`config.mk`:
```
export PLATFORM = sky130hd
export DESIGN_NAME = sld_top
export DESIGN_NICKNAME = d
export VERILOG_FILES = /design/src/sld_pkg.sv /design/src/sld_pattern_gen.sv /design/src/sld_top.sv
export SDC_FILE = /design/constraint.sdc
export NUM_CORES = 1
export LEC_CHECK = 0
export BUFFER_PORTS_ARGS = -buffer_cell sky130_fd_sc_hd__clkbuf_2
export CAP_MARGIN = 30
export CELL_PAD_IN_SITES_DETAIL_PLACEMENT = 1
export CELL_PAD_IN_SITES_GLOBAL_PLACEMENT = 1
export CORE_MARGIN = 2
export CORE_UTILIZATION = 41
export CTS_BUF_LIST = sky130_fd_sc_hd__clkbuf_4 sky130_fd_sc_hd__clkbuf_8 sky130_fd_sc_hd__clkbuf_16
export CTS_CLUSTER_SIZE = 10
export DETAILED_ROUTE_END_ITERATION = 12
export PLACE_DENSITY_LB_ADDON = 0.05
export RECOVER_POWER = 100
export SYNTH_ARGS = -nofsm -noshare
export SYNTH_HDL_FRONTEND = slang
export SYNTH_SLANG_ARGS = --single-unit
export TNS_END_PERCENT = 50
```
`constraint.sdc`:
```
create_clock -name pclk -period 2.5 [get_ports pclk]
set_input_delay 0.25 -clock pclk [delete_from_list [all_inputs] [get_ports pclk]]
set_output_delay 0.25 -clock pclk [all_outputs]
set_load 0.005 [all_outputs]
```
`src/sld_pkg.sv`:
```
// Shared constants and types of the status LED driver.
// Assumes a single 125 MHz clock; all blink timing is counted in fixed ticks.
package sld_pkg;
	// Clock and pattern timing
	localparam int CLK_HZ = 125_000_000;
	localparam int TICK_MS = 50;
	localparam int TICK_CYCLES = (CLK_HZ / 1000) * TICK_MS;
	localparam int SLOW_HALF_MS = 200;
	localparam int FAST_HALF_MS = 50;
	localparam int PULSE_ON_MS = 200;
	localparam int PULSE_GAP_MS = 200;
	localparam int PULSE_OFF_MS = 1000;
	localparam int SLOW_HALF_TICKS = SLOW_HALF_MS / TICK_MS;
	localparam int FAST_HALF_TICKS = FAST_HALF_MS / TICK_MS;
	localparam int PULSE_ON_TICKS = PULSE_ON_MS / TICK_MS;
	localparam int PULSE_GAP_TICKS = PULSE_GAP_MS / TICK_MS;
	localparam int SINGLE_PERIOD_TICKS = (PULSE_ON_MS + PULSE_OFF_MS) / TICK_MS;
	localparam int DOUBLE_PERIOD_TICKS = (2 * PULSE_ON_MS + PULSE_GAP_MS + PULSE_OFF_MS) / TICK_MS;

	// Register offsets
	localparam logic [7:0] OFF_CTRL = 8'h00;
	localparam logic [7:0] OFF_CHDIR = 8'h04;
	localparam logic [7:0] OFF_LEDSTAT = 8'h08;
	localparam logic [7:0] OFF_CHSTAT = 8'h0c;
	localparam logic [7:0] OFF_SWITCH = 8'h10;

	// Reset values
	localparam logic [1:0] CTRL_RST = 2'h1;
	localparam logic [15:0] CHDIR_RST = 16'h0000;

	// Control fields
	localparam int CTRL_EN_BIT = 0;
	localparam int CTRL_TEST_BIT = 1;

	// Switch code limits
	localparam logic [3:0] SW_UNITS_MAX = 4'h9;
	localparam logic [7:0] SW_CODE_MAX = 8'h9f;

	// Channel layout
	localparam int NUM_CHAN = 16;
	localparam int CHAN_PER_BYTE = 8;

	typedef enum logic [3:0] {
		SLD_ESM_INIT = 4'b0001,
		SLD_ESM_PREOP = 4'b0010,
		SLD_ESM_BOOT = 4'b0011,
		SLD_ESM_SAFEOP = 4'b0100,
		SLD_ESM_OP = 4'b1000
	} sld_esm_t;

	typedef enum logic [2:0] {
		SLD_RDY_OFF = 3'b000,
		SLD_RDY_GREEN = 3'b001,
		SLD_RDY_FW = 3'b010,
		SLD_RDY_ALT = 3'b011,
		SLD_RDY_RED = 3'b100
	} sld_rdy_t;

	typedef enum logic [2:0] {
		SLD_ERR_NONE = 3'b000,
		SLD_ERR_APP = 3'b001,
		SLD_ERR_CFG = 3'b010,
		SLD_ERR_WDOG = 3'b011,
		SLD_ERR_CRIT = 3'b100
	} sld_err_t;
endpackage

```
`src/sld_pattern_gen.sv`:
```
// Free-running blink pattern generator for the status LEDs.
// Assumes one clock; every pattern steps on a common tick enable.
`timescale 1ns/1ps
`default_nettype none
module sld_pattern_gen #(
	parameter int TICK_CYCLES = sld_pkg::TICK_CYCLES
) (
	// Clock and reset
	input wire logic pclk,
	input wire logic presetn,
	// Patterns
	output logic slow_q,
	output logic fast_q,
	output logic single_q,
	output logic double_q
);
	logic [22:0] div_q;
	logic tick;
	logic [3:0] slow_cnt_q;
	logic [3:0] fast_cnt_q;
	logic [5:0] single_cnt_q;
	logic [5:0] double_cnt_q;

	assign tick = (div_q == 23'(TICK_CYCLES - 1));

	always_ff @(posedge pclk or negedge presetn) begin
		if (!presetn) begin
			div_q <= 23'h000000;
		end else if (tick) begin
			div_q <= 23'h000000;
		end else begin
			div_q <= div_q + 23'h000001;
		end
	end

	// All patterns share one tick so their phases never drift apart
	always_ff @(posedge pclk or negedge presetn) begin
		if (!presetn) begin
			slow_cnt_q <= 4'h0;
			slow_q <= 1'b1;
			fast_cnt_q <= 4'h0;
			fast_q <= 1'b1;
		end else if (tick) begin
			if (slow_cnt_q == 4'(sld_pkg::SLOW_HALF_TICKS - 1)) begin
				slow_cnt_q <= 4'h0;
				slow_q <= ~slow_q;
			end else begin
				slow_cnt_q <= slow_cnt_q + 4'h1;
			end
			if (fast_cnt_q == 4'(sld_pkg::FAST_HALF_TICKS - 1)) begin
				fast_cnt_q <= 4'h0;
				fast_q <= ~fast_q;
			end else begin
				fast_cnt_q <= fast_cnt_q + 4'h1;
			end
		end
	end

	always_ff @(posedge pclk or negedge presetn) begin
		if (!presetn) begin
			single_cnt_q <= 6'h00;
			double_cnt_q <= 6'h00;
		end else if (tick) begin
			single_cnt_q <= (single_cnt_q == 6'(sld_pkg::SINGLE_PERIOD_TICKS - 1)) ?
				6'h00 : single_cnt_q + 6'h01;
			double_cnt_q <= (double_cnt_q == 6'(sld_pkg::DOUBLE_PERIOD_TICKS - 1)) ?
				6'h00 : double_cnt_q + 6'h01;
		end
	end

	always_ff @(posedge pclk or negedge presetn) begin
		if (!presetn) begin
			single_q <= 1'b0;
			double_q <= 1'b0;
		end else begin
			single_q <= (single_cnt_q < 6'(sld_pkg::PULSE_ON_TICKS));
			double_q <= (double_cnt_q < 6'(sld_pkg::PULSE_ON_TICKS)) ||
				((double_cnt_q >= 6'(sld_pkg::PULSE_ON_TICKS + sld_pkg::PULSE_GAP_TICKS)) &&
				(double_cnt_q < 6'(2 * sld_pkg::PULSE_ON_TICKS + sld_pkg::PULSE_GAP_TICKS)));
		end
	end
endmodule
`default_nettype wire

```
`src/sld_top.sv`:
```
// Status LED driver top: maps device conditions to LED light patterns, APB registers.
// Assumes status inputs synchronous to pclk; LED outputs drive lamps directly, high = lit.
// Contract
// - Link LED green while upstream or downstream port has a connection.
// - Readiness LED steady green when ready, dark when not ready.
// - Readiness LED flashes yellow during firmware update.
// - Readiness LED alternates green/yellow on supply fault or critical temperature.
// - Sensor overload: readiness alternates green/yellow and sensor supply LED red.
// - Readiness LED steady red when rotary switches are invalid or reserved.
// - Run LED dark in Init state.
// - Run LED blinks green at 2.5 Hz in Pre-Operational.
// - Run LED single pulse, 200 ms on, 1000 ms off, in Safe-Operational.
// - Run LED steady green in Operational.
// - Run LED blinks at 10 Hz in Bootstrap.
// - Fault LED steady red on critical error, dark when no error.
// - Fault LED blinks at 2.5 Hz on configuration error.
// - Fault LED single pulse on local application error.
// - Fault LED double pulse on process data watchdog expiry.
// - Sensor supply LED green while sensor voltage present, else dark.
// - Sensor supply LED steady red while sensor voltage overloaded.
// - Drive power LED green while actuator voltage present.
// - Input channel LED yellow while input set, else dark.
// - Output channel LED yellow when set, red when shorted, else dark.
// - Channel LEDs indexed byte then bit, sixteen channels in data order.
`timescale 1ns/1ps
`default_nettype none
module sld_top #(
	parameter int TICK_CYCLES = sld_pkg::TICK_CYCLES,
	parameter int NUM_CHAN = sld_pkg::NUM_CHAN
) (
	// Clock and reset
	input wire logic pclk,
	input wire logic presetn,
	// APB slave
	input wire logic psel,
	input wire logic penable,
	input wire logic pwrite,
	input wire logic [7:0] paddr,
	input wire logic [31:0] pwdata,
	output logic [31:0] prdata,
	output logic pready,
	output logic pslverr,
	// Network and device status
	input wire logic upstream_port_link,
	input wire logic downstream_port_link,
	input wire logic dev_ready,
	input wire logic fw_update,
	input wire logic temp_critical,
	input wire logic [3:0] esm_state,
	input wire logic err_critical,
	input wire logic err_config,
	input wire logic err_app,
	input wire logic err_watchdog,
	// Rotary identification switches, tens and units
	input wire logic [3:0] switch_tens,
	input wire logic [3:0] switch_units,
	// Supply monitors
	input wire logic sensor_supply_ok,
	input wire logic sensor_supply_range_fault,
	input wire logic sensor_supply_overload,
	input wire logic actuator_supply_ok,
	// Channel status, index byte*8+bit
	input wire logic [NUM_CHAN-1:0] chan_set,
	input wire logic [NUM_CHAN-1:0] chan_fault,
	// LED drives
	output logic link_led_green,
	output logic ready_led_green,
	output logic ready_led_yellow,
	output logic ready_led_red,
	output logic run_led_green,
	output logic fault_led_red,
	output logic sensor_supply_led_green,
	output logic sensor_supply_led_red,
	output logic drive_power_led_green,
	output logic [NUM_CHAN-1:0] chan_led_yellow,
	output logic [NUM_CHAN-1:0] chan_led_red
);
	logic slow;
	logic fast;
	logic single;
	logic double;
	logic [1:0] ctrl_q;
	logic [NUM_CHAN-1:0] chdir_q;
	logic [7:0] sw_code_q;
	logic sw_valid_q;
	logic sw_taken_q;
	logic [7:0] sw_code;
	logic sw_valid;
	logic wr_en;
	logic rd_en;
	logic addr_ok;
	logic [31:0] rdata;
	logic leds_on;
	logic test_on;
	sld_pkg::sld_rdy_t rdy_sel;
	sld_pkg::sld_err_t err_sel;
	logic rdy_g;
	logic rdy_y;
	logic rdy_r;
	logic run_d;
	logic err_d;
	logic us_g;
	logic us_r;
	logic [NUM_CHAN-1:0] ch_y;
	logic [NUM_CHAN-1:0] ch_r;

	sld_pattern_gen #(
		.TICK_CYCLES(TICK_CYCLES)
	) u_pattern (
		.pclk(pclk),
		.presetn(presetn),
		.slow_q(slow),
		.fast_q(fast),
		.single_q(single),
		.double_q(double)
	);

	// APB slave: zero wait states, error on unmapped or read-only write
	assign pready = 1'b1;
	assign wr_en = psel && penable && pwrite;
	// Read data loads at the setup edge so the flop already stands when the access completes
	assign rd_en = psel && !penable && !pwrite;

	always_comb begin
		addr_ok = 1'b1;
		rdata = 32'h00000000;
		unique case (paddr)
			sld_pkg::OFF_CTRL: begin
				rdata = {30'h00000000, ctrl_q};
			end
			sld_pkg::OFF_CHDIR: begin
				rdata = 32'(chdir_q);
			end
			sld_pkg::OFF_LEDSTAT: begin
				rdata = {23'h000000, drive_power_led_green, sensor_supply_led_red,
					sensor_supply_led_green, fault_led_red, run_led_green,
					ready_led_red, ready_led_yellow, ready_led_green, link_led_green};
			end
			sld_pkg::OFF_CHSTAT: begin
				rdata = {16'(chan_led_red), 16'(chan_led_yellow)};
			end
			sld_pkg::OFF_SWITCH: begin
				rdata = {23'h000000, sw_valid_q, sw_code_q};
			end
			default: begin
				addr_ok = 1'b0;
			end
		endcase
	end

	assign pslverr = psel && penable && (!addr_ok ||
		(pwrite && paddr != sld_pkg::OFF_CTRL && paddr != sld_pkg::OFF_CHDIR));

	always_ff @(posedge pclk or negedge presetn) begin
		if (!presetn) begin
			prdata <= 32'h00000000;
		end else if (rd_en) begin
			prdata <= rdata;
		end
	end

	always_ff @(posedge pclk or negedge presetn) begin
		if (!presetn) begin
			ctrl_q <= sld_pkg::CTRL_RST;
		end else if (wr_en && paddr == sld_pkg::OFF_CTRL) begin
			ctrl_q <= pwdata[1:0];
		end
	end

	always_ff @(posedge pclk or negedge presetn) begin
		if (!presetn) begin
			chdir_q <= NUM_CHAN'(sld_pkg::CHDIR_RST);
		end else if (wr_en && paddr == sld_pkg::OFF_CHDIR) begin
			chdir_q <= pwdata[NUM_CHAN-1:0];
		end
	end

	// Switch code = tens*10 + units; changes only take effect after a reset
	assign sw_code = 8'({4'h0, switch_tens} * 8'h0a) + {4'h0, switch_units};
	assign sw_valid = (switch_units <= sld_pkg::SW_UNITS_MAX) && (sw_code != 8'h00) &&
		(sw_code <= sld_pkg::SW_CODE_MAX);

	always_ff @(posedge pclk or negedge presetn) begin
		if (!presetn) begin
			sw_taken_q <= 1'b0;
			sw_code_q <= 8'h00;
			sw_valid_q <= 1'b1;
		end else if (!sw_taken_q) begin
			sw_taken_q <= 1'b1;
			sw_code_q <= sw_code;
			sw_valid_q <= sw_valid;
		end
	end

	assign test_on = ctrl_q[sld_pkg::CTRL_TEST_BIT];
	assign leds_on = ctrl_q[sld_pkg::CTRL_EN_BIT];

	// Readiness: invalid switch worst, then supply/thermal faults, then update
	always_comb begin
		if (sw_taken_q && !sw_valid_q) begin
			rdy_sel = sld_pkg::SLD_RDY_RED;
		end else if (sensor_supply_overload || sensor_supply_range_fault || temp_critical) begin
			rdy_sel = sld_pkg::SLD_RDY_ALT;
		end else if (fw_update) begin
			rdy_sel = sld_pkg::SLD_RDY_FW;
		end else if (dev_ready) begin
			rdy_sel = sld_pkg::SLD_RDY_GREEN;
		end else begin
			rdy_sel = sld_pkg::SLD_RDY_OFF;
		end
	end

	always_comb begin
		rdy_g = 1'b0;
		rdy_y = 1'b0;
		rdy_r = 1'b0;
		unique case (rdy_sel)
			sld_pkg::SLD_RDY_OFF: begin
				rdy_g = 1'b0;
			end
			sld_pkg::SLD_RDY_GREEN: begin
				rdy_g = 1'b1;
			end
			sld_pkg::SLD_RDY_FW: begin
				rdy_y = slow;
			end
			sld_pkg::SLD_RDY_ALT: begin
				rdy_g = slow;
				rdy_y = ~slow;
			end
			sld_pkg::SLD_RDY_RED: begin
				rdy_r = 1'b1;
			end
		endcase
	end

	// Run LED follows the slave state machine; unknown codes stay dark
	always_comb begin
		unique case (esm_state)
			sld_pkg::SLD_ESM_INIT: begin
				run_d = 1'b0;
			end
			sld_pkg::SLD_ESM_PREOP: begin
				run_d = slow;
			end
			sld_pkg::SLD_ESM_SAFEOP: begin
				run_d = single;
			end
			sld_pkg::SLD_ESM_OP: begin
				run_d = 1'b1;
			end
			sld_pkg::SLD_ESM_BOOT: begin
				run_d = fast;
			end
			default: begin
				run_d = 1'b0;
			end
		endcase
	end

	// Fault: critical over watchdog over configuration over application
	always_comb begin
		if (err_critical) begin
			err_sel = sld_pkg::SLD_ERR_CRIT;
		end else if (err_watchdog) begin
			err_sel = sld_pkg::SLD_ERR_WDOG;
		end else if (err_config) begin
			err_sel = sld_pkg::SLD_ERR_CFG;
		end else if (err_app) begin
			err_sel = sld_pkg::SLD_ERR_APP;
		end else begin
			err_sel = sld_pkg::SLD_ERR_NONE;
		end
	end

	always_comb begin
		err_d = 1'b0;
		unique case (err_sel)
			sld_pkg::SLD_ERR_NONE: begin
				err_d = 1'b0;
			end
			sld_pkg::SLD_ERR_APP: begin
				err_d = single;
			end
			sld_pkg::SLD_ERR_CFG: begin
				err_d = slow;
			end
			sld_pkg::SLD_ERR_WDOG: begin
				err_d = double;
			end
			sld_pkg::SLD_ERR_CRIT: begin
				err_d = 1'b1;
			end
		endcase
	end

	// Red overrides green so an overloaded supply never looks healthy
	assign us_r = sensor_supply_overload;
	assign us_g = sensor_supply_ok && !sensor_supply_overload;

	// Channel index c = byte*8 + bit matches the process data bit order
	genvar c;
	generate
		for (c = 0; c < NUM_CHAN; c = c + 1) begin : g_chan
			always_comb begin
				if (chdir_q[c]) begin
					ch_r[c] = chan_fault[c];
					ch_y[c] = chan_set[c] && !chan_fault[c];
				end else begin
					ch_r[c] = 1'b0;
					ch_y[c] = chan_set[c];
				end
			end
		end
	endgenerate

	// Lamp test lights every segment even when disabled; disable without lamp test darkens all
	always_ff @(posedge pclk or negedge presetn) begin
		if (!presetn) begin
			link_led_green <= 1'b0;
			ready_led_green <= 1'b0;
			ready_led_yellow <= 1'b0;
			ready_led_red <= 1'b0;
			run_led_green <= 1'b0;
			fault_led_red <= 1'b0;
		end else if (test_on) begin
			link_led_green <= 1'b1;
			ready_led_green <= 1'b1;
			ready_led_yellow <= 1'b1;
			ready_led_red <= 1'b1;
			run_led_green <= 1'b1;
			fault_led_red <= 1'b1;
		end else begin
			link_led_green <= leds_on && (upstream_port_link || downstream_port_link);
			ready_led_green <= leds_on && rdy_g;
			ready_led_yellow <= leds_on && rdy_y;
			ready_led_red <= leds_on && rdy_r;
			run_led_green <= leds_on && run_d;
			fault_led_red <= leds_on && err_d;
		end
	end

	always_ff @(posedge pclk or negedge presetn) begin
		if (!presetn) begin
			sensor_supply_led_green <= 1'b0;
			sensor_supply_led_red <= 1'b0;
			drive_power_led_green <= 1'b0;
			chan_led_yellow <= '0;
			chan_led_red <= '0;
		end else if (test_on) begin
			sensor_supply_led_green <= 1'b1;
			sensor_supply_led_red <= 1'b1;
			drive_power_led_green <= 1'b1;
			chan_led_yellow <= '1;
			chan_led_red <= '1;
		end else begin
			sensor_supply_led_green <= leds_on && us_g;
			sensor_supply_led_red <= leds_on && us_r;
			drive_power_led_green <= leds_on && actuator_supply_ok;
			chan_led_yellow <= leds_on ? ch_y : '0;
			chan_led_red <= leds_on ? ch_r : '0;
		end
	end
endmodule
`default_nettype wire

```
# After elaboration in Yosys (flattened, before gate mapping)
# Cells that the tools add are included.
# totals
word_cells,200
out_inout_bits,75
regBits,148
inputBits,102
# classes
n_mul,1
eq_ne,21
bitwise,2
addsub,6
n_reduce_logical,73
magnitude_cmp,6
mux,65
# ops
operator,count
32-bit case mux with 5 select lines,1
16-bit two-way mux,4
1-bit two-way mux,45
1-bit logical AND,39
23-bit by 1-bit adder with 23-bit output (second input constant),1
23-bit == test (second input constant),1
23-bit two-way mux,1
1-bit logical NOT,21
8-bit by 4-bit == test with 1-bit output (second input constant),2
8-bit nonzero test,2
6-bit by 1-bit adder with 6-bit output (second input constant),2
3-bit by 2-bit == test with 1-bit output (second input constant),4
4-bit by 2-bit == test with 1-bit output (second input constant),3
6-bit by 5-bit == test with 1-bit output (second input constant),2
6-bit by 3-bit less-than comparator with 1-bit output (second input constant),2
6-bit two-way mux,2
4-bit by 1-bit adder with 4-bit output (second input constant),2
8-bit by 4-bit adder with 8-bit output,1
8-bit by 3-bit == test with 1-bit output (second input constant),1
8-bit by 5-bit == test with 1-bit output (second input constant),1
8-bit <= comparator (second input constant),1
8-bit logical NOT,1
2-bit two-way mux,4
4-bit two-way mux,2
19 further kinds,29

# Logic depth before layout (Yosys ltp)
# logic_depth
depth_word,8
depth_mapped,8

# Modules after synthesis
# A second synthesis with hierarchy kept.
# hier_totals
cells_unflattened,601
area_unflattened_um2,6854.1
# by_module_without_submodules
mod,seq_area_each_um2,cells_per_inst,n_inst,area_per_inst_um2
sld_top,2529.9,387,1,4503.1
sld_pattern_gen,1178.6,214,1,2351.0

# Worst setup path before layout
# No wires, ideal clock.
# synth_timing
path_kind,input to register
start,in switch_tens[1]
end,reg sw_valid_q
setup_ns,0.105
t_arrival_ns,2.556
stages,8
setup_slack_ns,-0.162
path_buffers,0
path_cell_list,ha_1 ha_1 fa_1 inv_1 a2111oi_0 mux2_2 and4b_1 o41ai_1
# synth_between
elab_chain_cells,5
elab_cells_between_ends,6
# synth_lines
element,line_no,text
from (decl),sld_top.sv:55,"input wire logic [3:0] switch_tens,"
4-bit by 3-bit multiplier with 7-bit output *,sld_top.sv:179,"assign sw_code = 8'({4'h0, switch_tens} * 8'h0a) + {4'h0, switch_units};"
8-bit by 4-bit adder with 8-bit output *,sld_top.sv:179,
"parallel branches: the longest is 2 deep, another holds 8-bit <= comparator",n/a,
1-bit logical AND *,sld_top.sv:180,assign sw_valid = (switch_units <= sld_pkg::SW_UNITS_MAX) && (sw_code != 8'h00) &&
to (signal assigned),sld_top.sv:191,sw_valid_q <= sw_valid;
to (decl),sld_top.sv:85,logic sw_valid_q;
# Mark *: on every way between the ends.
# A chain may end at the register's enable or synchronous reset.

# Worst setup path in the final report
# Same ends and word-level chain as after synthesis.

==> results.cfg <==
[sta]
setup_viol = 0
slew_headroom = 0.03081
rsz0062_at_grt = false
worst_slew_pin_slew_ns = 1.454
hold_viol_final = 0
fin_crit_sh = 0.9446
setup_tns_ns = 0
finalMaxSlewViolations = 0
finClkSkew_ns = 0.01011
fmax_ghz = 0.4235
setup_slack_ns = 0.1385
min_period_ns = 2.361

[hold_path]
min_path_type = primary input to register
hold_start = actuator_supply_ok
whs_path_depth = 2
hold_end = drive_power_led_green$_DFF_PN0_

[clock_tree]
path_clk_slew_ns = 0.07
cts-resized-gates = 0
worst_skew_pair.late_latency_ns = 0.42
cts_root_buf = clkbuf_16
cts_buffer_depth = 2
htreeDepth = 4
cts.sinks = 148
cts_buffers = 17
cts_tree = built
cts_setup_buffers = 0

[drt]
drt-pass1-iter-count = 6
antenna_left = 0
drtIter0Drc = 238
drt-vias-per-instance = 5.403
route.detailed.drc = 0
routedWlPerCell_um = 20.05
vias = 5506
detail_route.wirelength_um = 20430

[critical_path]
crit_family = adder cells
r2r_start = u_pattern.div_q[6]$_DFF_PN0_
cp_common_cell = ha_4
critPathRequiredTime_ns = 2.82
slowest_delay_ns = 0.56
critPathKind = primary input to register
r2r_end = u_pattern.single_cnt_q[0]$_DFFE_PN0N_
r2r_slack_ns = 0.22
crit_buf_inv = 2
critPathLaunchType = primary input
slowest_stage = fa_1
worstPathMaxFanout = 4
cp.arrival_ns = 2.68
worst_r2r_path_depth = 6
crit_chain = clkbuf_1, ha_4, ha_4, fa_1, inv_1, a211o_1, or3b_1, and4b_1, o41ai_2
critPathCaptureType = register

[synthesis]
synth.cell_area_mm2 = 0.006820
postSynthAreaPerCell_um2 = 11.16
ys_warn_count = 0
yosysTopAreaCell = dfrtp_1
synthArstFlopShare = 1.000
ys_seq_area_frac = 0.5438
synth_cells = 611
synth_ff_type = dfrtp_1
synth.area.top_cells = dfrtp_1 (53%), mux2_2 (5.3%), nand2_1 (3.9%), xnor2_1 (3.1%), o21ai_0 (2.6%)
synth_top_area_frac = 0.5283
ys_seq_elements = 148
synth_edf_count = 0
synth.distinct_cells = 64

[final_layout]
drive_gt1_frac = 0.2854
stdcell_count = 1019
final_common_cell = dfrtp_1
stdcell_area_mm2 = 0.008491
nets = 904
diodes = 0
layout_common_cells = dfrtp_1 (144), clkbuf_2 (110), nand2_1 (72)
synthToLayoutAreaGrowth_pct = 24.49

[grt]
groute.usage.overall = 0.2382
overflow = 0
antenna_found_initial = 0
grt_pass1_vias = 5982
grt_pass1_wl_um = 32370
grt_max_degree = 67

[power_and_ir_drop]
pwr_density_cell_mw_per_mm2 = 636.8
p_leak_nw = 4.043
vdd_drop_max_mv = 0.4735

[placed_design]
pre_cts_slack_ns = -0.2117
dp_hpwl_um = 15040
portBuffers = 159
dpl_cell_area_mm2 = 0.008010
placed_cells = 986
gp_congestion = 0.8460

[floorplanning]
start_util = 0.4157
die_x_um = 133.0
io-pin-count = 177
core_area_mm2 = 0.01641
rows = 47
die_area_mm2 = 0.01768
die_y_um = 133.0

[status]
status = finished, final reports clean

[flow_run]
cap_violations = 0
==> power by group <==
part | leakage [nW] | total (mW) | internal (mW) | switching, mW
clock | 0.292 | 2.54 | 1.53 | 1.01
combinational | 1.74 | 0.392 | 0.167 | 0.225
sequential | 2.01 | 2.47 | 2.44 | 0.0339
==> worst max path at each step <==
stage | from | endpoint | slack, ns | cells past startpoint
global placement | switch_tens[1] | sw_valid_q$_DFFE_PN1N_ | -0.13 | 9
floorplan | switch_tens[1] | sw_valid_q$_DFFE_PN1N_ | -0.01 | 8
detailed placement | switch_tens[1] | sw_valid_q$_DFFE_PN1N_ | -0.21 | 9
finish | switch_tens[1] | sw_valid_q$_DFFE_PN1N_ | 0.14 | 9
CTS | switch_tens[1] | sw_valid_q$_DFFE_PN1N_ | 0.20 | 9
global route | switch_tens[1] | sw_valid_q$_DFFE_PN1N_ | 0.04 | 9
==> kinds of logic (layout without fill, tap and decap cells) <==
group                    after synthesis  after routing  share of synthesized area
buffers and inverters                 49            236                    0.03155
other                                  1              2                  0.0005498
AO/OA/AOI/OAI                        143            143                     0.1471
multiplexers                          41             41                    0.06971
XOR/XNOR                              29             29                    0.03724
AND/OR/NAND/NOR                      184            184                     0.1385
adder cells (fa/ha/maj)               16             16                    0.03155
flip-flops                           148            148                     0.5438
==> cell usage after synthesis, types with 3 or more instances <==
| library cell | count |
|---|---|
| mux2_2 | 32 |
| nand4_1 | 10 |
| nor4b_1 | 4 |
| a21oi_1 | 16 |
| buf_6 | 3 |
| o21bai_1 | 18 |
| dfrtp_1 | 144 |
| nand2b_1 | 4 |
| nand2_1 | 71 |
| nand3b_1 | 3 |
| a22o_1 | 16 |
| nand3_1 | 14 |
| ha_1 | 14 |
| o21ai_0 | 36 |
| dfstp_2 | 4 |
| o211ai_1 | 3 |
| mux2i_1 | 7 |
| o31ai_1 | 3 |
| and3_1 | 8 |
| nor2_1 | 27 |
| a21o_1 | 5 |
| or3_1 | 4 |
| nor3_1 | 8 |
| clkbuf_1 | 19 |
| a22oi_1 | 9 |
| and2_1 | 6 |
| nor4_1 | 4 |
| nor2b_1 | 3 |
| xnor2_1 | 24 |
| xor2_1 | 5 |
| and4b_1 | 3 |
| o41ai_1 | 3 |
| a31o_2 | 20 |
| inv_1 | 21 |
==> layout make-up <==
type                            instances  area (µm²)
Fill cell                            1895        7916
Multi-Input combinational cell        415        2944
Timing Repair Buffer                  182       892.1
Clock buffer                           21       461.7
Inverter                               22       82.58
Sequential cell                       148        3709
Tap cell                              220       275.3
Clock inverter                         11       126.4
==> through the flow <==
stage / hold slack, ns / power [mW] / util
2_1_floorplan: -0.04559 / 2.687 / -
3_3_place_gp: 0.2549 / 2.904 / 0.4882
3_5_place_dp: 0.2567 / 2.923 / 0.4882
4_1_cts: 0.01635 / 5.475 / 0.5247
5_1_grt: 0.02508 / 5.602 / 0.5175
6_report: 0.03322 / 5.407 / 0.5175
==> state kept, by name (all words and copies together) (netlist names), 2 cells and up <==
name and flops:
u_pattern.double_cnt_q 6, u_pattern.div_q 23, prdata 32, chan_led_yellow 16, sw_code_q 8, u_pattern.fast_cnt_q 4
ctrl_q 2, chan_led_red 16, chdir_q 16, u_pattern.single_cnt_q 6, u_pattern.slow_cnt_q 4
==> repair_timing <==
action | 4_1_cts | 5_1_grt
setup endpoints to repair | 0 | 0
hold buffers | 1 | 0
endpoints found under the hold margin | 53 | 0
==> metal layers <==
metal  global-route usage  wire length [µm]  vias to the layer above
li1                     -                 -                     2547
met2               0.4116             10370                      143
met1               0.3036              8720                     2798
met3              0.04636              1079                       18
met4              0.07228               261                        0
met5                    0                 0                        -
Note: power is estimated with default switching activity, not from simulation.
